`config.mk`:
```
export PLATFORM = sky130hd
export DESIGN_NAME = sat_tx
export DESIGN_NICKNAME = d
export VERILOG_FILES = /design/src/logic/sat_pkg.sv /design/src/logic/sat_baud.sv /design/src/logic/sat_brk_rx.sv /design/src/logic/sat_tx.sv
export VERILOG_INCLUDE_DIRS = /design/src /design/src/logic
export SDC_FILE = /design/constraint.sdc
export NUM_CORES = 1
export LEC_CHECK = 0
export BUFFER_PORTS_ARGS = -buffer_cell sky130_fd_sc_hd__buf_2
export CAP_MARGIN = 10
export CORE_UTILIZATION = 29
export DETAILED_ROUTE_END_ITERATION = 8
export PLACE_DENSITY_LB_ADDON = 0.08
export SLEW_MARGIN = 10
export SYNTH_ARGS = -nofsm -noshare
export SYNTH_HDL_FRONTEND = slang
export SYNTH_SLANG_ARGS = --single-unit
```
`constraint.sdc`:
```
create_clock -name clk_i -period 10.05 [get_ports clk_i]
set_input_delay 1.005 -clock clk_i [delete_from_list [all_inputs] [get_ports clk_i]]
set_output_delay 1.005 -clock clk_i [all_outputs]
set_load 0.05 [all_outputs]
```
`src/logic/sat_cfg.svh`:
```
// constants of the async serial transmitter block
`ifndef SAT_CFG_SVH
`define SAT_CFG_SVH

// ----------------------------------------------------------------
// configuration and timing
// ----------------------------------------------------------------
`define SAT_SYS_CONFIG_TWO_ADDR 16'h001e
`define SAT_CLK_HZ              100000000
`define SAT_RT_PER_BIT          16
`define SAT_RT_LAST             (4'(`SAT_RT_PER_BIT - 1))
`define SAT_RX_SAMPLE           4'h7
`define SAT_LAST_8              4'h9
`define SAT_LAST_9              4'ha
`define SAT_PRE_0               12'h001
`define SAT_PRE_1               12'h003
`define SAT_PRE_2               12'h004
`define SAT_PRE_3               12'h00d

// ----------------------------------------------------------------
// reset values
// ----------------------------------------------------------------
`define SAT_RST_EMPTY           1'b1
`define SAT_RST_DONE            1'b1
`define SAT_RST_PIN             1'b1

`endif

```
`src/logic/sat_pkg.sv`:
```
// types of the async serial transmitter block
`default_nettype none
package sat_pkg;
    typedef enum logic [1:0] {
        ST_OFF   = 2'b00,
        ST_READY = 2'b01,
        ST_SHIFT = 2'b10
    } sat_tx_st_t;
    typedef enum logic [1:0] {
        K_IDLE  = 2'b00,
        K_DATA  = 2'b01,
        K_BREAK = 2'b10,
        K_MARK  = 2'b11
    } sat_kind_t;
    typedef enum logic {
        RX_IDLE = 1'b0,
        RX_RUN  = 1'b1
    } sat_rx_st_t;
    typedef struct packed {
        logic       module_enable;
        logic       transmitter_enable;
        logic       rx_enable;
        logic       char_len9;
        logic       ninth_tx_bit;
        logic       send_break_bit;
        logic       tx_invert_bit;
        logic       tx_empty_irq_enable;
        logic       tx_complete_irq_enable;
        logic       baud_source_select;
        logic [4:0] baud_rate_sel;
    } sat_ctrl_t;
    typedef struct packed {
        logic [7:0] rx_data;
        logic       ninth_rx_bit;
        logic       framing_error_flag;
        logic       rx_full_flag;
        logic       break_flag;
    } sat_rx_status_t;
    typedef struct packed {
        logic [11:0] cnt;
        logic        tick;
    } sat_baud_state_t;
    typedef struct packed {
        sat_rx_st_t     st;
        logic [3:0]     rt;
        logic [3:0]     bitn;
        logic [8:0]     shreg;
        logic           prev;
        sat_rx_status_t stat;
    } sat_rx_state_t;
    typedef struct packed {
        sat_tx_st_t  st;
        sat_kind_t   kind;
        logic [3:0]  rt;
        logic [3:0]  bitn;
        logic [3:0]  last;
        logic [10:0] shreg;
        logic [7:0]  buffer;
        logic        empty;
        logic        armed;
        logic        te_prev;
        logic        idle_q;
        logic        done;
        logic        pin;
        logic        oe;
        logic        irq;
    } sat_tx_state_t;
endpackage : sat_pkg
`default_nettype wire

```
`src/logic/sat_baud.sv`:
```
// shared baud and sample reference clock generator
`timescale 1ns/1ns
`default_nettype none
`include "sat_cfg.svh"
module sat_baud
    import sat_pkg::*;
(
    input  wire logic       clk_i,
    input  wire logic       reset_i,
    input  wire logic       enable_i,
    input  wire logic       source_i,
    input  wire logic [4:0] rate_i,
    output logic            rt_tick_o
);
    sat_baud_state_t s_reg;
    sat_baud_state_t s_next;

    // 4 prescales x 8 binary divisors, source doubles the period
    function automatic logic [11:0] sat_limit(input logic       src,
                                              input logic [4:0] r);
        logic [11:0] pre;
        unique case (r[4:3])
            2'h0: pre = `SAT_PRE_0;
            2'h1: pre = `SAT_PRE_1;
            2'h2: pre = `SAT_PRE_2;
            2'h3: pre = `SAT_PRE_3;
        endcase
        sat_limit = ((pre << r[2:0]) << src) - 12'h001;
    endfunction : sat_limit

    always_comb
    begin
        s_next      = s_reg;
        s_next.tick = 1'b0;
        if (!enable_i)
        begin
            s_next.cnt = 12'h000;
        end
        else if (s_reg.cnt >= sat_limit(source_i, rate_i))
        begin
            s_next.cnt  = 12'h000;
            s_next.tick = 1'b1;
        end
        else
        begin
            s_next.cnt = s_reg.cnt + 12'h001;
        end
    end

    always_ff @(posedge clk_i)
    begin
        if (reset_i)
            s_reg <= '0;
        else
            s_reg <= s_next;
    end

    assign rt_tick_o = s_reg.tick;
endmodule : sat_baud
`default_nettype wire

```
`src/logic/sat_brk_rx.sv`:
```
// receiver framing and break detection
`timescale 1ns/1ns
`default_nettype none
`include "sat_cfg.svh"
module sat_brk_rx
    import sat_pkg::*;
(
    input  wire logic     clk_i,
    input  wire logic     reset_i,
    input  wire logic     enable_i,
    input  wire logic     char_len9_i,
    input  wire logic     rt_tick_i,
    input  wire logic     rx_pin_i,
    input  wire logic     flags_clear_i,
    output sat_rx_status_t status_o
);
    sat_rx_state_t s_reg;
    sat_rx_state_t s_next;
    logic [3:0]    last;
    logic          zeros;

    always_comb
    begin
        s_next = s_reg;
        last   = char_len9_i ? `SAT_LAST_9 : `SAT_LAST_8;
        zeros  = char_len9_i ? (s_reg.shreg == 9'h000)
                             : (s_reg.shreg[7:0] == 8'h00);
        if (flags_clear_i)
        begin
            s_next.stat.framing_error_flag = 1'b0;
            s_next.stat.rx_full_flag       = 1'b0;
            s_next.stat.break_flag         = 1'b0;
        end
        if (!enable_i)
        begin
            s_next.st = RX_IDLE;
        end
        else if (rt_tick_i)
        begin
            s_next.prev = rx_pin_i;
            unique case (s_reg.st)
                RX_IDLE:
                begin
                    if (s_reg.prev && !rx_pin_i)
                    begin
                        s_next.st    = RX_RUN;
                        s_next.rt    = 4'h0;
                        s_next.bitn  = 4'h0;
                        s_next.shreg = 9'h000;
                    end
                end
                RX_RUN:
                begin
                    s_next.rt = s_reg.rt + 4'h1;
                    if (s_reg.rt == `SAT_RX_SAMPLE)
                    begin
                        s_next.bitn = s_reg.bitn + 4'h1;
                        if (s_reg.bitn == 4'h0 && rx_pin_i)
                            s_next.st = RX_IDLE;
                        else if (s_reg.bitn == last)
                        begin
                            s_next.st                      = RX_IDLE;
                            s_next.stat.rx_full_flag       = 1'b1;
                            s_next.stat.framing_error_flag = !rx_pin_i;
                            if (!rx_pin_i && zeros)
                            begin
                                s_next.stat.break_flag   = 1'b1;
                                s_next.stat.rx_data      = 8'h00;
                                s_next.stat.ninth_rx_bit = 1'b0;
                            end
                            else
                            begin
                                s_next.stat.rx_data      = s_reg.shreg[7:0];
                                s_next.stat.ninth_rx_bit = char_len9_i
                                    ? s_reg.shreg[8] : s_reg.shreg[7];
                            end
                        end
                        else if (s_reg.bitn != 4'h0)
                            s_next.shreg[s_reg.bitn - 4'h1] = rx_pin_i;
                    end
                end
            endcase
        end
    end

    always_ff @(posedge clk_i)
    begin
        if (reset_i)
        begin
            s_reg      <= '0;
            s_reg.prev <= 1'b1;
        end
        else
            s_reg <= s_next;
    end

    assign status_o = s_reg.stat;

    property p_break_flags;
        @(posedge clk_i) disable iff (reset_i)
        $rose(s_reg.stat.break_flag) |-> s_reg.stat.framing_error_flag
            && s_reg.stat.rx_full_flag && s_reg.stat.rx_data == 8'h00
            && !s_reg.stat.ninth_rx_bit;
    endproperty
    a_break_flags: assert property (p_break_flags)
        else $error("break did not set flags and clear data");
endmodule : sat_brk_rx
`default_nettype wire

```
`src/logic/sat_tx.sv`:
```
// async serial transmitter top with break receiver
// ----------------------------------------------------------------
// ----------------------------------------------------------------
`timescale 1ns/1ns
`default_nettype none
`include "sat_cfg.svh"
module sat_tx
    import sat_pkg::*;
(
    input  wire logic       clk_i,
    input  wire logic       reset_i,
    input  wire sat_ctrl_t  ctrl_i,
    input  wire logic       serial_status_one_read_i,
    input  wire logic       serial_data_buffer_write_i,
    input  wire logic [7:0] serial_data_buffer_i,
    input  wire logic       rx_pin_i,
    input  wire logic       rx_flags_clear_i,
    output logic            tx_pin_o,
    output logic            tx_pin_oe_o,
    output logic            tx_empty_flag_o,
    output logic            tx_complete_flag_o,
    output logic            tx_irq_o,
    output sat_rx_status_t  rx_status_o
);
    sat_tx_state_t s_reg;
    sat_tx_state_t s_next;
    logic          rt_tick;
    logic          char_end;
    logic          te_rise;
    logic          decide;
    logic          load_data;
    logic [3:0]    last_now;

    // ------------------------------------------------------------
    // frame patterns, shifted out from bit 0
    // ------------------------------------------------------------
    function automatic logic [10:0] sat_frame(input sat_kind_t  k,
                                              input logic [7:0] d,
                                              input logic       b8,
                                              input logic       m);
        unique case (k)
            K_IDLE:  sat_frame = 11'h7ff;
            K_MARK:  sat_frame = 11'h7ff;
            K_BREAK: sat_frame = 11'h000;
            K_DATA:  sat_frame = {1'b1, m ? b8 : 1'b1, d, 1'b0};
        endcase
    endfunction : sat_frame

    // ------------------------------------------------------------
    // shared rate generator and receiver
    // ------------------------------------------------------------
    sat_baud u_baud (
        .clk_i     (clk_i),
        .reset_i   (reset_i),
        .enable_i  (ctrl_i.module_enable),
        .source_i  (ctrl_i.baud_source_select),
        .rate_i    (ctrl_i.baud_rate_sel),
        .rt_tick_o (rt_tick)
    );

    sat_brk_rx u_rx (
        .clk_i         (clk_i),
        .reset_i       (reset_i),
        .enable_i      (ctrl_i.module_enable && ctrl_i.rx_enable),
        .char_len9_i   (ctrl_i.char_len9),
        .rt_tick_i     (rt_tick),
        .rx_pin_i      (rx_pin_i),
        .flags_clear_i (rx_flags_clear_i),
        .status_o      (rx_status_o)
    );

    // ------------------------------------------------------------
    // transmitter next state
    // ------------------------------------------------------------
    always_comb
    begin
        s_next    = s_reg;
        load_data = 1'b0;
        last_now  = ctrl_i.char_len9 ? `SAT_LAST_9 : `SAT_LAST_8;
        te_rise   = ctrl_i.transmitter_enable && !s_reg.te_prev;
        char_end  = s_reg.st == ST_SHIFT && rt_tick
                    && s_reg.rt == `SAT_RT_LAST
                    && s_reg.bitn == s_reg.last;
        decide    = char_end || s_reg.st == ST_READY;
        s_next.te_prev = ctrl_i.transmitter_enable;

        // status read arms, data write clears the empty flag
        if (serial_status_one_read_i && s_reg.empty)
            s_next.armed = 1'b1;
        if (serial_data_buffer_write_i)
        begin
            s_next.buffer = serial_data_buffer_i;
            if (s_reg.armed)
            begin
                s_next.empty = 1'b0;
                s_next.armed = 1'b0;
            end
        end

        if (te_rise && s_reg.st == ST_SHIFT)
            s_next.idle_q = 1'b1;

        // bit timing
        if (s_reg.st == ST_SHIFT && rt_tick)
        begin
            s_next.rt = s_reg.rt + 4'h1;
            if (s_reg.rt == `SAT_RT_LAST && s_reg.bitn != s_reg.last)
            begin
                s_next.bitn  = s_reg.bitn + 4'h1;
                s_next.shreg = {s_reg.kind != K_BREAK,
                                s_reg.shreg[10:1]};
            end
        end

        if (!ctrl_i.module_enable)
        begin
            s_next.st     = ST_OFF;
            s_next.idle_q = 1'b0;
        end
        else if (s_reg.st == ST_OFF)
        begin
            if (ctrl_i.transmitter_enable)
            begin
                s_next.st    = ST_SHIFT;
                s_next.kind  = K_IDLE;
                s_next.rt    = 4'h0;
                s_next.bitn  = 4'h0;
                s_next.last  = last_now;
                s_next.shreg = sat_frame(K_IDLE, 8'h00, 1'b0, 1'b0);
            end
        end
        else if (decide)
        begin
            s_next.rt   = 4'h0;
            s_next.bitn = 4'h0;
            s_next.last = last_now;
            if (char_end && s_reg.kind == K_BREAK
                && !ctrl_i.send_break_bit)
            begin
                s_next.st    = ST_SHIFT;
                s_next.kind  = K_MARK;
                s_next.last  = 4'h0;
                s_next.shreg = sat_frame(K_MARK, 8'h00, 1'b0, 1'b0);
            end
            else if (!ctrl_i.transmitter_enable)
            begin
                s_next.st     = ST_OFF;
                s_next.idle_q = 1'b0;
                if (!s_reg.empty)
                    s_next.empty = 1'b1;
            end
            else if (ctrl_i.send_break_bit)
            begin
                s_next.st    = ST_SHIFT;
                s_next.kind  = K_BREAK;
                s_next.shreg = sat_frame(K_BREAK, 8'h00, 1'b0, 1'b0);
            end
            else if (s_reg.idle_q || te_rise)
            begin
                s_next.st     = ST_SHIFT;
                s_next.kind   = K_IDLE;
                s_next.idle_q = 1'b0;
                s_next.shreg  = sat_frame(K_IDLE, 8'h00, 1'b0, 1'b0);
            end
            else if (!s_reg.empty)
            begin
                load_data    = 1'b1;
                s_next.st    = ST_SHIFT;
                s_next.kind  = K_DATA;
                s_next.empty = 1'b1;
                s_next.armed = 1'b0;
                s_next.shreg = sat_frame(K_DATA, s_reg.buffer,
                                         ctrl_i.ninth_tx_bit,
                                         ctrl_i.char_len9);
            end
            else
            begin
                s_next.st = ST_READY;
            end
        end

        // outputs, all registered
        s_next.done = s_next.st != ST_SHIFT && s_next.empty
                      && !s_next.idle_q
                      && !ctrl_i.send_break_bit;
        s_next.pin  = ctrl_i.tx_invert_bit
                      ^ (s_next.st == ST_SHIFT ? s_next.shreg[0]
                                               : 1'b1);
        s_next.oe   = ctrl_i.module_enable;
        s_next.irq  = (s_reg.empty && ctrl_i.tx_empty_irq_enable)
                      || (s_reg.done
                          && ctrl_i.tx_complete_irq_enable);
    end

    always_ff @(posedge clk_i)
    begin
        if (reset_i)
        begin
            s_reg       <= '0;
            s_reg.empty <= `SAT_RST_EMPTY;
            s_reg.done  <= `SAT_RST_DONE;
            s_reg.pin   <= `SAT_RST_PIN;
        end
        else
            s_reg <= s_next;
    end

    assign tx_pin_o           = s_reg.pin;
    assign tx_pin_oe_o        = s_reg.oe;
    assign tx_empty_flag_o    = s_reg.empty;
    assign tx_complete_flag_o = s_reg.done;
    assign tx_irq_o           = s_reg.irq;

    // ------------------------------------------------------------
    // checks
    // ------------------------------------------------------------
    property p_idle_level;
        @(posedge clk_i) disable iff (reset_i)
        (!$past(reset_i) && s_reg.st != ST_SHIFT)
            |-> tx_pin_o == !$past(ctrl_i.tx_invert_bit);
    endproperty
    a_idle_level: assert property (p_idle_level)
        else $error("line not idle while no character shifts");

    property p_irq;
        @(posedge clk_i) disable iff (reset_i)
        !$past(reset_i) |-> tx_irq_o ==
            (($past(tx_empty_flag_o) && $past(ctrl_i.tx_empty_irq_enable))
            || ($past(tx_complete_flag_o)
                && $past(ctrl_i.tx_complete_irq_enable)));
    endproperty
    a_irq: assert property (p_irq)
        else $error("interrupt does not follow flags and enables");

    property p_empty_clear;
        @(posedge clk_i) disable iff (reset_i)
        $fell(tx_empty_flag_o)
            |-> $past(serial_data_buffer_write_i) && $past(s_reg.armed);
    endproperty
    a_empty_clear: assert property (p_empty_clear)
        else $error("empty flag cleared without read and write");

    property p_empty_set;
        @(posedge clk_i) disable iff (reset_i)
        load_data |=> tx_empty_flag_o && s_reg.kind == K_DATA;
    endproperty
    a_empty_set: assert property (p_empty_set)
        else $error("empty flag not set on hand-off");

    property p_bit_time;
        @(posedge clk_i) disable iff (reset_i)
        (s_reg.st == ST_SHIFT && $past(s_reg.st) == ST_SHIFT
            && $changed(s_reg.shreg))
            |-> $past(rt_tick) && $past(s_reg.rt) == `SAT_RT_LAST;
    endproperty
    a_bit_time: assert property (p_bit_time)
        else $error("bit changed before sixteen sample clocks");

    property p_break_zero;
        @(posedge clk_i) disable iff (reset_i)
        (s_reg.st == ST_SHIFT && s_reg.kind == K_BREAK)
            |-> s_reg.shreg == 11'h000;
    endproperty
    a_break_zero: assert property (p_break_zero)
        else $error("break character holds a one");

    property p_preamble;
        @(posedge clk_i) disable iff (reset_i)
        ($past(s_reg.st) == ST_OFF && s_reg.st == ST_SHIFT)
            |-> s_reg.kind == K_IDLE && s_reg.shreg == 11'h7ff;
    endproperty
    a_preamble: assert property (p_preamble)
        else $error("transmission did not open with a preamble");

    property p_frame;
        @(posedge clk_i) disable iff (reset_i)
        $past(load_data) |-> !s_reg.shreg[0] && s_reg.shreg[s_reg.last];
    endproperty
    a_frame: assert property (p_frame)
        else $error("data character lacks start or stop bit");

    property p_break_tail;
        @(posedge clk_i) disable iff (reset_i)
        (char_end && s_reg.kind == K_BREAK && !ctrl_i.send_break_bit
            && ctrl_i.module_enable)
            |=> s_reg.st == ST_SHIFT && s_reg.kind == K_MARK
                && tx_pin_o == !$past(ctrl_i.tx_invert_bit);
    endproperty
    a_break_tail: assert property (p_break_tail)
        else $error("no mark bit after the last break");

    property p_pin_release;
        @(posedge clk_i) disable iff (reset_i)
        !$past(reset_i) |-> tx_pin_oe_o == $past(ctrl_i.module_enable);
    endproperty
    a_pin_release: assert property (p_pin_release)
        else $error("pin ownership does not follow module enable");
endmodule : sat_tx
`default_nettype wire

```
==> metrics.md <==
| Metric | Value |
|---|---|
| DR vias/cell | `5.04` |
| Post-synth EDFFs | `0` |
| Global-route wire length before repair | `20300 um` |
| Final net count | `666` |
| Antenna-violating nets left | `0` |
| Effective utilization at floorplan | `29.9%` |
| Max Cap Violations | `0` |
| Detailed-placement wirelength estimate | `8680 um` |
| Post-CTS Setup Inserts | `0` |
| Metal2 WL | `5520 um` |
| Largest register FFs | `37` |
| WP buf/inv | `2` |
| GRT overflow | `0` |
| Sequential cell area | `1720 sq um` |
| Met3 WL post-DR | `433 um` |
| Crit Path Max Fanout | `17` |
| Synth Cell Area | `4990 sq um` |
| Actual slew at the worst max-slew pin | `0.971 ns` |
| Reg2Reg Depth | `7` |
| RSZ-0062 raised after global routing | `no` |
| Crit path max-delay family | `compound AO/OA/AOI/OAI gates` |
| Reg2Reg Launch Point | `s_reg[42]` |
| Top routing layer in use | `met5` |
| Floorplan row count | `47` |
| Filler Cell Count | `1779` |
| Async set or reset register ratio after synthesis | `0%` |
| Post-CTS Resized | `0` |
| Peak supply drop | `77.6 uV` |
| Setup-failing EPs final | `0` |
| Critical path depth | `14` |
| Slew HR | `35.2%` |
| WHS Path Cells | `1` |
| Worst-skew pair later-pin latency | `0.34 ns` |
| Max Fclk | `0.238 GHz` |
| Clk slew on worst S/H paths | `0.07 ns` |
| Port buffer count | `45` |
| CP endpoint kind | `flip-flop` |
| Clk pwr share | `45.6%` |
| Initial DRC count | `145` |
| Post-Syn Area per Cell | `8.22 sq um` |
| Lkg Pwr | `2.16 nW` |
| Initial antenna violation count | `1` |
| Root Driver | `clkbuf_16` |
| Period utilization | `41.8%` |
| Gate power share | `10.4%` |
| CP arrival | `4.45 ns` |
| Clock Skew | `0.00684 ns` |
| Syn Nets | `658` |
| Inserted Clock Buffers | `9` |
| DR WL/cell | `14.4 um` |
| Post-CTS Hold Fix Bufs | `0` |
| Layout cell share with drive strength beyond 1 | `13.4%` |
| Setup Total Neg Slack | `0 ns` |
| CTS H-Tree Depth | `3` |
| Seq/Total Area, Yosys | `34.5%` |
| Main synth FF type | `dfxtp_1` |
| Power Density | `144 nW/um^2` |
| Worst Hold Class | `reg2reg` |
| Layout area overhead | `11.9%` |
| Number of global-route vias before repair | `4072` |
| Maximum clock insertion buffer count | `2` |
| Internal Power | `0.601 mW` |
| Worst Min Path Start | `u_rx.s_reg[12]` |
| Core ar. | `16700 sq um` |
| Crit path launch | `ctrl_i[4]` |
| Seq cells post-synth | `86` |
| Warnings, synthesis | `0` |
| Slowest-stage cell, CP | `a2111oi_0` |
| Die Height | `133 um` |
| Gr usage total | `14.2%` |
| Pin count of the biggest net entering global routing | `65` |
| Routed met1 length | `5980 um` |
| Register share of total power | `44.0%` |
| Most used cell, CP | `a21o_1` |
| # DRC | `0` |
| Kind of critical path | `in2reg` |
| Final WL | `12100 um` |
| Drt pass-1 iters | `4` |
| Final min period | `4.20 ns` |
| Clock sink count | `86` |
| Horiz. Die Dim | `133 um` |
| CTS tree | `built` |
| Net switching power | `0.204 mW` |
| Die footprint | `17700 sq um` |
| Ports | `46` |
| CP startpoint kind | `input port` |
| Worst path cell trace | `buf_2 -> clkinv_1 -> nor2_1 -> or3_1 -> a21o_1 -> o311a_1 -> nand3_1 -> xor2_1 -> ha_1 -> a2111oi_0 -> o211ai_1 -> a31o_2 -> a21o_1 -> nor3_1` |
| Syn Inst Count | `607` |
| Final slew viol count | `0` |
| Total power draw | `0.804 mW` |
| Vias | `4237` |
| RD Place Congestion | `0.807` |
| Status | `finished, final reports clean` |
| Fin util | `33.4%` |
| Max stage delay on crit path | `0.42 ns` |
| Switching share of power | `25.3%` |
| Synth unique cells | `66` |
| Req. time, crit path | `10.30 ns` |
| Final Hold Fails | `0` |
| Diode count | `0` |
| Area occupied by multi-input gates | `2940 sq um` |
-- final cells by class --
cell class | count | share of cell area (%)
multi-input cells | 452 | 52.7
flip-flops and latches | 86 | 30.9
well taps | 220 | 4.93
repair buffers | 48 | 4.44
clock buffers | 9 | 4.04
clock inverters | 7 | 1.84
inverters | 18 | 1.21
-- path summary, 6_finish.rpt --
| kind | slack [ns] | to |
|---|---|---|
| hold reg to reg | 0.46 | u_rx.s_reg[12] |
| setup reg to reg | 7.36 | tx_pin_o |
| hold / removal | 0.46 | u_rx.s_reg[12] |
| setup / recovery | 5.85 | u_baud.s_reg[4] |
-- power by group through the flow --
stage | combinational (mW) | sequential, mW | clock [mW]
2_1_floorplan | 0.0577 | 0.365 | 0
3_3_place_gp | 0.0837 | 0.362 | 0
3_5_place_dp | 0.0840 | 0.362 | 0
4_1_cts | 0.0844 | 0.354 | 0.380
5_1_grt | 0.0934 | 0.355 | 0.396
6_report | 0.0837 | 0.354 | 0.367
-- cells in the mapped netlist (all sizes together), types with 9 or more instances --
| master | number | area, sq um |
|---|---|---|
| a21oi | 34 | 170 |
| clkbuf | 31 | 116 |
| nor3 | 25 | 130 |
| buf | 20 | 143 |
| nor2 | 83 | 317 |
| o21ai | 32 | 175 |
| nand2b | 14 | 87.6 |
| xor2 | 17 | 149 |
| nand2 | 42 | 158 |
| a221oi | 9 | 78.8 |
| dfxtp | 86 | 1720 |
| ha | 22 | 275 |
| mux2i | 32 | 320 |
| inv | 17 | 63.8 |
| nand3 | 20 | 100 |
-- kinds of logic after synthesis --
group                      Yosys count  synth area share (%)
xor gates and xnor gates            24                  4.21
muxes                               34                  6.87
and+or+nand+nor                    231                  22.3
adders and majority gates           23                  5.72
buffers and inverters               69                  6.55
DFF                                 86                  34.5
AOI/OAI and AO/OA                  140                  19.8
-- cell usage in the layout (no fill, tap or decap), types with 7 or more instances in the layout --
master and n:
dfxtp_1 86, nor2_1 81, buf_2 45, nand2_1 42
a21oi_1 34, mux2i_1 32, o21ai_0 30, nor3_1 24
ha_1 22, nand3_1 20, xor2_1 17, inv_1 16
nand2b_1 14, a221oi_1 9, clkbuf_16 9, and3_1 8
nand4_1 7, xnor2_1 7
-- metrics by stage --
step	hold WS (ns)	area (sq um)	std cells	setup slack [ns]
after detailed placement	0.444	5250	824	5.47
after global placement	0.443	5250	824	5.67
after global routing	0.481	5580	840	5.51
after floorplan	0.427	4990	607	5.74
final	0.459	5580	840	5.85
after CTS	0.464	5580	840	5.81
-- routing by layer --
metal / vias up / GRT usage [%]
met5: - / 0
met4: 2 / 4.55
met3: 16 / 2.51
met2: 70 / 23.5
met1: 1969 / 18.8
li1: 2180 / -
(Power assumes the default switching activity.)
